**src/hw/bci_pkg.sv**
```systemverilog
// package of constants and types for the bus control and interrupt block
package bci_pkg;
  // reference clock ticks per machine cycle and phase points
  localparam int CLK_DIV = 4;
  localparam logic [1:0] PH_P1_END = 2'h1;
  localparam logic [1:0] PH_P2_SAMPLE = 2'h2;
  localparam logic [1:0] PH_LAST = 2'h3;
  localparam logic [1:0] PH_STEP = 2'h1;
  // initialisation sequence layout, six cycles numbered 0..5
  localparam logic [2:0] INIT_PUSH_PCH = 3'h2;
  localparam logic [2:0] INIT_PUSH_PCL = 3'h3;
  localparam logic [2:0] INIT_PUSH_P = 3'h4;
  localparam logic [2:0] INIT_LAST = 3'h5;
  localparam logic [2:0] INIT_STEP = 3'h1;
  // vectors
  localparam logic [15:0] VEC_EDGE_LO = 16'hFFFA;
  localparam logic [15:0] VEC_EDGE_HI = 16'hFFFB;
  localparam logic [15:0] VEC_RST_LO = 16'hFFFC;
  localparam logic [15:0] VEC_RST_HI = 16'hFFFD;
  localparam logic [15:0] VEC_MASK_LO = 16'hFFFE;
  localparam logic [15:0] VEC_MASK_HI = 16'hFFFF;
  // pages and pointer reset values
  localparam logic [7:0] STACK_PAGE = 8'h01;
  localparam logic [7:0] ZERO_PAGE = 8'h00;
  localparam logic [7:0] SP_RESET = 8'hFF;
  localparam logic [7:0] SP_STEP = 8'h01;
  localparam logic [15:0] PC_RESET = 16'h0000;
  localparam logic [15:0] PC_STEP = 16'h0001;
  // status layout
  localparam int ST_BIT_D = 3;
  localparam int ST_BIT_I = 2;
  localparam int ST_BIT_V = 6;
  localparam logic [7:0] STATUS_RESET = 8'h24;
  // addressing mode and access kind reported by the execution core
  typedef enum logic [1:0] {AM_IMPL, AM_IMM, AM_ZP, AM_ABS} bci_amode_t;
  typedef enum logic [1:0] {AC_READ, AC_WRITE, AC_RMW} bci_access_t;
  typedef struct packed {
    bci_amode_t amode;
    bci_access_t access;
  } bci_mode_t;
  // which vector the next vector fetch uses
  typedef enum logic [1:0] {VS_RESET, VS_EDGE, VS_MASK} bci_vsel_t;
  // one machine cycle as seen on the bus
  typedef struct packed {
    logic [15:0] addr;
    logic write;
    logic [7:0] wdata;
    logic lock_n;
    logic sync;
  } bci_bus_t;
endpackage

```
**src/hw/bci_fall_detect.sv**
```systemverilog
// falling edge detector sampled on an enable pulse
`timescale 1ns/1ns
module bci_fall_detect (
  input wire logic clk,
  input wire logic rst_n,
  input wire logic sample_en,
  input wire logic din,
  output logic fell
);
  // last sampled level; idles high so a low at reset counts as an edge at the first sample
  logic prev_reg;

  // fell pulses for one tick when a sample finds high turned low
  always_ff @(posedge clk or negedge rst_n) begin
    if (!rst_n) begin
      prev_reg <= 1'b1;
      fell <= 1'b0;
    end else if (sample_en) begin
      prev_reg <= din;
      fell <= prev_reg & ~din;
    end else begin
      fell <= 1'b0;
    end
  end
endmodule

```
**src/hw/bci_ctrl.sv**
```systemverilog
// bus control, interrupt entry and initialisation sequencer
`timescale 1ns/1ns
module bci_ctrl (
  input wire logic ref_clk,
  input wire logic rst_n,
  input wire logic initialize_input_n,
  input wire logic mask_int_req_n,
  input wire logic edge_int_n,
  input wire logic rdy,
  input wire logic set_ovf_n,
  input wire logic bus_drive_enable,
  input wire logic data_output_gate,
  input wire logic [7:0] data_bus_in,
  input wire bci_pkg::bci_mode_t core_mode,
  input wire logic [7:0] core_wdata,
  input wire logic core_status_we,
  input wire logic [7:0] core_status_val,
  output logic phi1_out,
  output logic phi2_out,
  output logic oscillator_feedback_output,
  output logic [15:0] address_bus,
  output logic address_bus_oe_n,
  output logic rw_out,
  output logic rw_oe_n,
  output logic [7:0] data_bus_out,
  output logic data_bus_oe_n,
  output logic bus_lock_output_n,
  output logic opfetch_marker,
  output logic [7:0] opcode_out,
  output logic [7:0] operand_out,
  output logic operand_vld,
  output logic [7:0] status_out
);
  import bci_pkg::*;

  typedef enum logic [3:0] {
    S_HOLD, S_INIT, S_INT_PCH, S_INT_PCL, S_INT_P, S_VEC_LO, S_VEC_HI,
    S_FETCH, S_IMPL, S_OPLO, S_OPHI, S_DATA, S_MODIFY, S_WRITE
  } bci_state_t;

  logic [1:0] ph_reg; // tick within machine cycle
  logic [1:0] ph_next;
  logic phi1_reg, phi2_reg, osc_reg;
  bci_state_t state_reg;
  logic [2:0] init_cnt_reg; // step of initialisation sequence
  bci_vsel_t vsel_reg;
  bci_mode_t mode_reg; // mode of the instruction in flight
  logic [15:0] pc_reg;
  logic [15:0] ea_reg; // effective address
  logic [7:0] sp_reg;
  logic [7:0] status_reg;
  logic [7:0] opcode_reg;
  logic [7:0] operand_reg;
  logic vld_reg;
  logic irq_seen_reg; // maskable level seen in phase two
  logic nmi_pend_reg; // edge interrupt waiting for entry
  logic nmi_fell, so_fell;
  logic nmi_req; // edge request pending or arriving this tick
  logic adv; // machine cycle completes this tick
  logic last_cyc; // current cycle ends an instruction
  logic take_int;
  logic enter_int;
  bci_bus_t bus_cur; // what the present state puts on the bus
  bci_bus_t bus_reg;
  logic addr_oe_n_reg, data_oe_n_reg;

  assign ph_next = ph_reg + PH_STEP;
  // ready low on the closing tick stretches the cycle, so the state and
  // with it the address stay put; covers write cycles too
  assign adv = (ph_reg == PH_LAST) && rdy;
  // the edge interrupt wins over the maskable one; an edge sampled in
  // the closing cycle counts at once, as a maskable level would
  assign nmi_req = nmi_pend_reg | nmi_fell;
  assign take_int = nmi_req |
    (irq_seen_reg & ~status_reg[ST_BIT_I]);
  assign enter_int = adv && last_cyc && take_int;

  // clock generator: four reference ticks per phase-two period
  always_ff @(posedge ref_clk or negedge rst_n) begin
    if (!rst_n) begin
      ph_reg <= 2'h0;
      phi1_reg <= 1'b1;
      phi2_reg <= 1'b0;
      osc_reg <= 1'b1;
    end else begin
      ph_reg <= ph_next;
      phi2_reg <= ph_next[1];
      phi1_reg <= ~ph_next[1];
      osc_reg <= ~ph_next[0];
    end
  end

  // edge interrupt sampled in phase two, overflow at phase one end
  bci_fall_detect u_edge_int (
    .clk(ref_clk),
    .rst_n(rst_n),
    .sample_en(ph_reg == PH_P2_SAMPLE),
    .din(edge_int_n),
    .fell(nmi_fell)
  );
  bci_fall_detect u_set_ovf (
    .clk(ref_clk),
    .rst_n(rst_n),
    .sample_en(ph_reg == PH_P1_END),
    .din(set_ovf_n),
    .fell(so_fell)
  );

  // maskable request is a level; only a sample with ready high counts
  always_ff @(posedge ref_clk or negedge rst_n) begin
    if (!rst_n) begin
      irq_seen_reg <= 1'b0;
    end else if (ph_reg == PH_P2_SAMPLE && rdy) begin
      irq_seen_reg <= ~mask_int_req_n;
    end
  end

  // pending edge: a new edge landing on the entry tick is kept
  always_ff @(posedge ref_clk or negedge rst_n) begin
    if (!rst_n) begin
      nmi_pend_reg <= 1'b0;
    end else begin
      nmi_pend_reg <= enter_int ? (nmi_fell & nmi_pend_reg) :
        nmi_req;
    end
  end

  // which cycles close an instruction
  always_comb begin
    last_cyc = 1'b0;
    case (state_reg)
      S_IMPL: last_cyc = 1'b1;
      S_OPLO: last_cyc = (mode_reg.amode == AM_IMM);
      S_DATA: last_cyc = (mode_reg.access != AC_RMW);
      S_WRITE: last_cyc = 1'b1;
      default: last_cyc = 1'b0;
    endcase
  end

  // sequencer: state, program counter, stack pointer, operands
  always_ff @(posedge ref_clk or negedge rst_n) begin
    if (!rst_n) begin
      state_reg <= S_HOLD;
      init_cnt_reg <= 3'h0;
      vsel_reg <= VS_RESET;
      mode_reg <= '0;
      pc_reg <= PC_RESET;
      ea_reg <= 16'h0000;
      sp_reg <= SP_RESET;
      opcode_reg <= 8'h00;
      operand_reg <= 8'h00;
      vld_reg <= 1'b0;
    end else if (!initialize_input_n) begin
      // a low initialise input stops activity at once
      state_reg <= S_HOLD;
      init_cnt_reg <= 3'h0;
      vld_reg <= 1'b0;
    end else begin
      vld_reg <= 1'b0;
      if (adv && last_cyc) begin
        state_reg <= take_int ? S_INT_PCH : S_FETCH;
        vsel_reg <= nmi_req ? VS_EDGE : VS_MASK;
      end
      if (adv) begin
        case (state_reg)
          S_HOLD: begin
            // rising initialise input starts the sequence
            state_reg <= S_INIT;
            init_cnt_reg <= 3'h0;
          end
          S_INIT: begin
            if (init_cnt_reg >= INIT_PUSH_PCH &&
                init_cnt_reg <= INIT_PUSH_P) begin
              sp_reg <= sp_reg - SP_STEP;
            end
            if (init_cnt_reg == INIT_LAST) begin
              state_reg <= S_VEC_LO;
              vsel_reg <= VS_RESET;
            end else begin
              init_cnt_reg <= init_cnt_reg + INIT_STEP;
            end
          end
          S_INT_PCH: begin
            sp_reg <= sp_reg - SP_STEP;
            state_reg <= S_INT_PCL;
          end
          S_INT_PCL: begin
            sp_reg <= sp_reg - SP_STEP;
            state_reg <= S_INT_P;
          end
          S_INT_P: begin
            sp_reg <= sp_reg - SP_STEP;
            state_reg <= S_VEC_LO;
          end
          S_VEC_LO: begin
            pc_reg[7:0] <= data_bus_in;
            state_reg <= S_VEC_HI;
          end
          S_VEC_HI: begin
            pc_reg[15:8] <= data_bus_in;
            state_reg <= S_FETCH;
          end
          S_FETCH: begin
            opcode_reg <= data_bus_in;
            mode_reg <= core_mode;
            pc_reg <= pc_reg + PC_STEP;
            state_reg <= (core_mode.amode == AM_IMPL) ? S_IMPL : S_OPLO;
          end
          S_OPLO: begin
            pc_reg <= pc_reg + PC_STEP;
            if (mode_reg.amode == AM_IMM) begin
              // operand is the byte itself, no further access
              operand_reg <= data_bus_in;
              vld_reg <= 1'b1;
            end else if (mode_reg.amode == AM_ZP) begin
              ea_reg <= {ZERO_PAGE, data_bus_in};
              state_reg <= S_DATA;
            end else begin
              ea_reg[7:0] <= data_bus_in;
              state_reg <= S_OPHI;
            end
          end
          S_OPHI: begin
            pc_reg <= pc_reg + PC_STEP;
            ea_reg[15:8] <= data_bus_in;
            state_reg <= S_DATA;
          end
          S_DATA: begin
            if (mode_reg.access != AC_WRITE) begin
              operand_reg <= data_bus_in;
              vld_reg <= 1'b1;
            end
            if (mode_reg.access == AC_RMW) begin
              state_reg <= S_MODIFY;
            end
          end
          S_MODIFY: state_reg <= S_WRITE;
          default: begin
            // closing cycles were handled above
          end
        endcase
      end
    end
  end

  // status: core writes first, hardware sets override them
  always_ff @(posedge ref_clk or negedge rst_n) begin
    if (!rst_n) begin
      status_reg <= STATUS_RESET;
    end else begin
      if (core_status_we) begin
        status_reg <= core_status_val;
      end
      if (adv && state_reg == S_INIT && init_cnt_reg == INIT_LAST) begin
        status_reg[ST_BIT_I] <= 1'b1;
        status_reg[ST_BIT_D] <= 1'b0;
      end
      if (adv && state_reg == S_INT_P) begin
        status_reg[ST_BIT_I] <= 1'b1;
      end
      if (so_fell) begin
        status_reg[ST_BIT_V] <= 1'b1;
      end
    end
  end

  // bus cycle implied by the present state
  always_comb begin
    bus_cur.addr = pc_reg;
    bus_cur.write = 1'b0;
    bus_cur.wdata = 8'h00;
    bus_cur.lock_n = 1'b1;
    bus_cur.sync = 1'b0;
    case (state_reg)
      S_INIT: begin
        if (init_cnt_reg >= INIT_PUSH_PCH &&
            init_cnt_reg <= INIT_PUSH_P) begin
          bus_cur.addr = {STACK_PAGE, sp_reg};
          bus_cur.write = 1'b1;
          if (init_cnt_reg == INIT_PUSH_PCH) begin
            bus_cur.wdata = pc_reg[15:8];
          end else if (init_cnt_reg == INIT_PUSH_PCL) begin
            bus_cur.wdata = pc_reg[7:0];
          end else begin
            bus_cur.wdata = status_reg;
          end
        end
      end
      S_INT_PCH: begin
        bus_cur.addr = {STACK_PAGE, sp_reg};
        bus_cur.write = 1'b1;
        bus_cur.wdata = pc_reg[15:8];
      end
      S_INT_PCL: begin
        bus_cur.addr = {STACK_PAGE, sp_reg};
        bus_cur.write = 1'b1;
        bus_cur.wdata = pc_reg[7:0];
      end
      S_INT_P: begin
        bus_cur.addr = {STACK_PAGE, sp_reg};
        bus_cur.write = 1'b1;
        bus_cur.wdata = status_reg;
      end
      S_VEC_LO: begin
        if (vsel_reg == VS_RESET) begin
          bus_cur.addr = VEC_RST_LO;
        end else if (vsel_reg == VS_EDGE) begin
          bus_cur.addr = VEC_EDGE_LO;
        end else begin
          bus_cur.addr = VEC_MASK_LO;
        end
      end
      S_VEC_HI: begin
        if (vsel_reg == VS_RESET) begin
          bus_cur.addr = VEC_RST_HI;
        end else if (vsel_reg == VS_EDGE) begin
          bus_cur.addr = VEC_EDGE_HI;
        end else begin
          bus_cur.addr = VEC_MASK_HI;
        end
      end
      S_FETCH: bus_cur.sync = 1'b1;
      S_DATA: begin
        bus_cur.addr = ea_reg;
        bus_cur.write = (mode_reg.access == AC_WRITE);
        bus_cur.wdata = core_wdata;
      end
      S_MODIFY: begin
        // old value written back while the arbiter is held off
        bus_cur.addr = ea_reg;
        bus_cur.write = 1'b1;
        bus_cur.wdata = operand_reg;
        bus_cur.lock_n = 1'b0;
      end
      S_WRITE: begin
        bus_cur.addr = ea_reg;
        bus_cur.write = 1'b1;
        bus_cur.wdata = core_wdata;
        bus_cur.lock_n = 1'b0;
      end
      default: begin
        // hold, implied and operand cycles read at the counter
      end
    endcase
  end

  // bus outputs registered one tick after the state; a halted cycle
  // keeps every field but the write data, so address and marker stay valid
  always_ff @(posedge ref_clk or negedge rst_n) begin
    if (!rst_n) begin
      bus_reg <= '{addr: PC_RESET, write: 1'b0, wdata: 8'h00,
                   lock_n: 1'b1, sync: 1'b0};
    end else begin
      bus_reg <= bus_cur;
    end
  end

  // output enables, low while driving; data only on writes
  always_ff @(posedge ref_clk or negedge rst_n) begin
    if (!rst_n) begin
      addr_oe_n_reg <= 1'b1;
      data_oe_n_reg <= 1'b1;
    end else begin
      addr_oe_n_reg <= ~bus_drive_enable;
      data_oe_n_reg <= ~(bus_drive_enable && data_output_gate &&
        bus_cur.write);
    end
  end

  assign phi1_out = phi1_reg;
  assign phi2_out = phi2_reg;
  assign oscillator_feedback_output = osc_reg;
  assign address_bus = bus_reg.addr;
  assign address_bus_oe_n = addr_oe_n_reg;
  assign rw_out = ~bus_reg.write;
  assign rw_oe_n = addr_oe_n_reg;
  assign data_bus_out = bus_reg.wdata;
  assign data_bus_oe_n = data_oe_n_reg;
  assign bus_lock_output_n = bus_reg.lock_n;
  assign opfetch_marker = bus_reg.sync;
  assign opcode_out = opcode_reg;
  assign operand_out = operand_reg;
  assign operand_vld = vld_reg;
  assign status_out = status_reg;
endmodule

```
**config.mk**
```make
export PLATFORM = sky130hd
export DESIGN_NAME = bci_ctrl
export DESIGN_NICKNAME = d
export VERILOG_FILES = /design/src/hw/bci_pkg.sv /design/src/hw/bci_fall_detect.sv /design/src/hw/bci_ctrl.sv
export SDC_FILE = /design/constraint.sdc
export NUM_CORES = 1
export LEC_CHECK = 0
export BUFFER_PORTS_ARGS = -buffer_cell sky130_fd_sc_hd__buf_2
export CORE_MARGIN = 1
export CORE_UTILIZATION = 60
export CTS_CLUSTER_DIAMETER = 40
export DETAILED_ROUTE_END_ITERATION = 8
export PLACE_DENSITY_LB_ADDON = 0.25
export SETUP_SLACK_MARGIN = 0.1
export SLEW_MARGIN = 15
export SYNTH_ARGS = -nofsm -noshare
export SYNTH_HDL_FRONTEND = slang
export SYNTH_HIERARCHICAL = 1
export SYNTH_SLANG_ARGS = --single-unit
export TNS_END_PERCENT = 100
```
**constraint.sdc**
```tcl
create_clock -name ref_clk -period 3.63 [get_ports ref_clk]
set_input_delay 0.726 -clock ref_clk [delete_from_list [all_inputs] [get_ports ref_clk]]
set_output_delay 0.726 -clock ref_clk [all_outputs]
set_load 0.005 [all_outputs]
```
==> results of run 1 <==
[per-layer routing]
metal	vias up	track usage [%]
met3	45	10.8
met4	0	13.8
met5	-	0
li1	2515	-
met2	327	52.7
met1	2708	46.4
[cell families (layout without fill, tap and decap cells)]
kind of cell / count (synthesis) / count (layout) / synth area share (%)
flops: 117 / 117 / 45.5
simple gates: 188 / 188 / 14.9
mux: 50 / 50 / 8.57
buf+inv: 88 / 155 / 7.16
fa+ha+maj: 10 / 10 / 1.89
compound gates: 201 / 201 / 21.0
xor+xnor: 8 / 8 / 1.08
[power groups by stage]
| stage | combinational (mW) | sequential, mW | clock [mW] |
|---|---|---|---|
| global route | 0.181 | 1.34 | 1.88 |
| floorplan | 0.0797 | 1.36 | 0 |
| detailed placement | 0.161 | 1.36 | 0 |
| global placement | 0.157 | 1.36 | 0 |
| CTS | 0.163 | 1.34 | 1.83 |
| finish | 0.164 | 1.34 | 1.80 |
[final cells by class]
class / count / area (um^2)
Multi-Input combinational cell: 457 / 3070
Fill cell: 776 / 2960
Sequential cell: 117 / 2950
Timing Repair Buffer: 105 / 566
Clock buffer: 19 / 432
Clock inverter: 13 / 205
Tap cell: 136 / 170
Inverter: 18 / 67.6
[final timing paths]
path                       slack, ns              startpoint                              endpoint  cells after the start
max                             1.05  state_reg[0]$_DFF_PN0_              address_bus[0]$_DFF_PN0_                      6
min                             0.19                   rst_n              address_bus[1]$_DFF_PN0_                      1
max reg2reg                     1.05  state_reg[0]$_DFF_PN0_              address_bus[0]$_DFF_PN0_                      6
min reg2reg                     0.43     ph_reg[0]$_DFF_PN0_  oscillator_feedback_output$_DFF_PN1_                      0
max in group asynchronous       2.62                   rst_n           bus_lock_output_n$_DFF_PN1_                      2
min in group ref_clk            0.32        bus_drive_enable            address_bus_oe_n$_DFF_PN1_                      2
[per-stage QoR]
stage               setup slack, ns  hold slack [ns]  cells
floorplan                      1.58            0.401    662
global placement               1.07            0.417    832
detailed placement             1.01            0.422    832
CTS                            1.10            0.198    864
global route                  0.842            0.245    865
finish                         1.05            0.194    865
[cells in the final DEF (no fill, tap or decap), drive strengths merged, types with 5 or more instances in the layout]
cell type,count
buf,104
dfrtp,100
nand2,63
a21oi,55
mux2,38
o21ai,38
nor2,37
a221o,20
clkbuf,20
o22ai,19
inv,17
a22oi,17
dfstp,17
nand3,16
mux2i,12
nor2b,10
nand2b,9
nand4,9
ha,9
nor3,7
o21a,7
xnor2,7
a21boi,6
clkinv,6
a31oi,5
and2,5
bufinv,5
==> impl_results.md, run 1 <==
- Synth unique cells: 77
- Worst-Margin Slew: 0.819 ns
- Outcome: finished clean
- Hold buffers post-CTS: 0
- First-pass GRT wire length: 29.2 mm
- Rows: 37
- Syn Area/Cell: 9.79 um^2
- CTS tree: built
- Final worst path period need: 2.58 ns
- Placed cell area: 6820 um^2
- Pwr dens: 444 nW/um^2
- Reg clk slew, reported paths: 0.06 ns
- Worst-path fanout max: 25
- Synth Cell Area: 6480 um^2
- Switching pwr: 0.728 mW
- Antenna Nets Post-Route: 0
- # setup viols final: 0
- Vias in the first global route: 5472
- Hold Crit Class: input port to asynchronous set/reset pin
- Cell Int Power: 2.58 mW
- Starting DRC count in detailed routing: 661
- Initial antenna violation count: 0
- Nets: 763
- Sequential-to-total area share from yosys stat: 45.5%
- Core Util, Final: 71.6%
- PostCTS Resize Cnt: 0
- DR WL/cell: 21.2 um
- H-tree Lvls: 4
- Combinational share of power: 5.0%
- Largest area contributor in the netlist: dfrtp_1
- Clk root buf: clkbuf_8
- Required @ worst endpoint: 4.01 ns
- Asr flop ratio synth: 100%
- Die area: 11200 um^2
- Cells along the critical path: buf_4 -> nor2b_1 -> a21boi_1 -> o21ai_2 -> a222oi_1 -> nand2_1
- Max layer used: met4
- Commonest cells in the netlist: dfrtp_1 (100), nand2_1 (63), a21oi_1 (54), mux2_2 (36), nor2_1 (35)
- Critical path class: flip-flop to flip-flop
- Critical Path End Type: flip-flop
- Core area: 10400 um^2
- Final GP Congestion: 0.921
- Post-route DRC: 0
- Max-Cap Viols: 0
- Setup TNS: 0 ns
- Met2 WL: 8.46 mm
- Final Cycle Share: 71.0%
- Ys Warns: 6
- Finished Cell Area: 7460 um^2
- Number of synthesized flops with an enable pin: 0
- Initial Util: 62.2%
- Post-CTS Setup Bufs: 0
- PortBufs: 95
- Buf/Inv on CP: 1
- Grt total ovfl: 0
- Startpoint Class: flip-flop
- Post-Syn Instances: 662
- Vias: 5595
- Worst Path Arrival: 2.96 ns
- Reg power frac: 40.6%
- Crit-path slowest cell: dfrtp_1
- Layout cells sized above 1: 28.3%
- Ys flop type: dfrtp_1
- Die Y: 106 um
- Relative slew margins: 45.4%
- Syn Nets: 709
- Largest net degree at the start of global routing: 72
- Clock buffer count from CTS: 17
- Final Power: 3.31 mW
- Synthesized flop and latch total: 117
- DR WL met3: 1.85 mm
- Switching Fraction: 22.0%
- Critical Path Max Stage Delay: 0.61 ns
- DIE WIDTH: 106 um
- IO Count: 96
- F_max: 388 MHz
- Final WL: 18.3 mm
- Routed vias/inst: 6.47
- Peak supply drop: 0.372 mV
- First drt pass iteration count: 7
- Clock sink count: 117
- DP HPWL: 12.6 mm
- Post-synth top area share: 38.6%
- M1 WL: 7.54 mm
- Slew Limit Fails: 0
- ANT cells: 0
- Clock latency on the worst-skew pair: 0.54 ns
- GRT Total Usage: 34.7%
- Max Root-Sink Buffers: 2
- LEAKAGE: 3.39 nW
- Worst Skew: 0.0132 ns
- Top cells by area, synth: dfrtp_1 (39%), dfstp_2 (6.9%), mux2_2 (6.3%)
- Area grow syn2layout: 15.1%
- Hold Vio Cnt, Final: 0
- Most common cell in the netlist: dfrtp_1
- Delay-heaviest family, CP: compound AO/OA/AOI/OAI gates
- Clock network fraction of total power: 54.5%
- RSZ-0062 raised after global routing: false
Note: power is estimated with default switching activity, not from simulation.
==> run 2: changes to the inputs <==
Settings changed: CORE_UTILIZATION 60 to 52.
Clock period 3.63 ns to 2.3 ns, I/O delays scaled along.
==> impl_results.md, run 2 (synthesis gave the netlist of run 1 again) <==
- H-tree Lvls: 4
- Critical Path End Type: flip-flop
- GRT Total Usage: 29.9%
- Clock sink count: 117
- Clock buffer count from CTS: 17
- Die area: 12900 um^2
- Hold Vio Cnt, Final: 0
- Outcome: finished clean
- Initial Util: 53.8%
- Starting DRC count in detailed routing: 581
- Grt total ovfl: 0
- Reg area: 2950 um^2
- R2r setup slk: 0.22 ns
- Buf/Inv on CP: 1
- Max-Cap Viols: 0
- # setup viols final: 0
- Peak supply drop: 0.469 mV
- CTS tree: built
- Core area: 12100 um^2
- Critical path class: flip-flop to flip-flop
- Critical Path Max Stage Delay: 0.61 ns
- RSZ-0062 raised after global routing: false
- Final worst path period need: 2.08 ns
- Placed cell area: 7070 um^2
- Layout cells sized above 1: 30.9%
- Vias in the first global route: 5445
- Clk root buf: clkbuf_16
- Slew Limit Fails: 0
- Nets: 791
- ANT cells: 0
- PortBufs: 95
- Reg2Reg Capture Point: data_bus_out[0]$_DFF_PN0_
- Setup TNS: 0 ns
- Antenna Nets Post-Route: 0
- Hold Crit Class: input port to flip-flop
- DR WL/cell: 19.8 um
- Worst-Margin Slew: 0.762 ns
- Clock latency on the worst-skew pair: 0.42 ns
- Fill cells: 956
- Area grow syn2layout: 18.8%
- Finished Cell Area: 7700 um^2
- DIE WIDTH: 114 um
- Startpoint Class: flip-flop
- Final GP Congestion: 0.927
- Worst Path Arrival: 2.43 ns
- Routed vias/inst: 6.04
- Most common cell after layout, fill and taps aside: dfrtp_1
- F_max: 482 MHz
- Register-to-Register Path Depth: 6
- Largest net degree at the start of global routing: 42
- Post-route DRC: 0
- Hold_sp: bus_drive_enable
- Rows: 40
- Worst-path fanout max: 25
- DP HPWL: 12.9 mm
- Crit-path slowest cell: nor2_1
- Delay-heaviest family, CP: simple AND/OR/NAND/NOR gates
- Most frequent cells in the layout: dfrtp_1 (98), buf_2 (94), nand2_1 (63)
- First-pass GRT wire length: 29.0 mm
- R2r startpoint: state_reg[1]$_DFF_PN0_
- Pwr dens: 658 nW/um^2
- Worst Hold End: address_bus_oe_n$_DFF_PN1_
- Area occupied by multi-input gates: 3090 um^2
- Fin Hold WS: 0.164 ns
- Final Cycle Share: 90.2%
- Max Root-Sink Buffers: 2
- Worst Skew: 0.00429 ns
- Final WL: 18.4 mm
- Hold Path Stages: 2
- Die Y: 114 um
- First drt pass iteration count: 7
- IO Count: 96
- Reg clk slew, reported paths: 0.05 ns
- Relative slew margins: 49.0%
- Required @ worst endpoint: 2.66 ns
- Initial antenna violation count: 0
- Vias: 5583
- Cells along the critical path: buf_4 -> nand2_1 -> nor2_1 -> a22oi_1 -> o22ai_1 -> a221o_1
- LEAKAGE: 3.53 nW
-- run 2: changes by cell type in the layout (fill, tap and decap cells not counted), sizes merged --
cell	previous run	this run
buf	104	132
clkbuf	20	23
bufinv	5	3
clkinvlp	3	1
dlygate4sd3	0	1
-- run 2: how the worst max path moves through the flow --
| stage | start | to | slack [ns] | cells after the start |
|---|---|---|---|---|
| after floorplan | ph_reg[1]$_DFF_PN0_ | mode_reg[2]$_DFFE_PN0P_ | 0.42 | 7 |
| after global placement | state_reg[2]$_DFF_PN0_ | address_bus[1]$_DFF_PN0_ | 0.13 | 6 |
| after detailed placement | state_reg[2]$_DFF_PN0_ | address_bus[1]$_DFF_PN0_ | 0.09 | 6 |
| after CTS | state_reg[0]$_DFF_PN0_ | data_bus_out[0]$_DFF_PN0_ | 0.15 | 6 |
| after global routing | state_reg[1]$_DFF_PN0_ | data_bus_out[5]$_DFF_PN0_ | 0.10 | 6 |
| final | state_reg[1]$_DFF_PN0_ | data_bus_out[0]$_DFF_PN0_ | 0.22 | 6 |
-- run 2: per-layer routing --
metal	track usage [%]	up-vias	routed length, um
met2	46.7	241	8550
met3	8.55	35	1300
met5	0	-	0
met4	12.4	0	439
met1	38.9	2727	8070
li1	-	2580	-
-- run 2: area by class of cell --
class,count,share of cell area [%]
inverters,18,0.877
clock inverters,9,1.64
clock buffers,23,6.07
multi-input cells,457,40.1
well taps,168,2.73
flip-flops and latches,117,38.3
repair buffers,133,10.3
-- run 2: through the flow --
| step | std cells | util [%] | setup WS, ns | total power, mW |
|---|---|---|---|---|
| floorplan | 662 | - | 0.424 | 2.27 |
| global placement | 891 | 58.6 | 0.127 | 2.42 |
| detailed placement | 891 | 58.6 | 0.0919 | 2.42 |
| CTS | 924 | 63.6 | 0.150 | 5.10 |
| global route | 925 | 63.9 | 0.103 | 5.23 |
| finish | 925 | 63.9 | 0.225 | 5.07 |
-- run 2: timing repair --
action,CTS,global route
pin swaps,0,2
hold endpoints to repair,19,0
resized for setup,1,5
buffers inserted,0,1
hold buffers,1,0
setup endpoints to repair,3,36
-- run 2: where the power goes --
group / total, mW / internal (mW) / leakage [nW] / switching (mW)
combinational: 0.267 / 0.110 / 1.70 / 0.157
sequential: 2.12 / 2.09 / 1.54 / 0.0339
clock: 2.68 / 1.75 / 0.291 / 0.928
total: 5.07 / 3.95 / 3.53 / 1.12
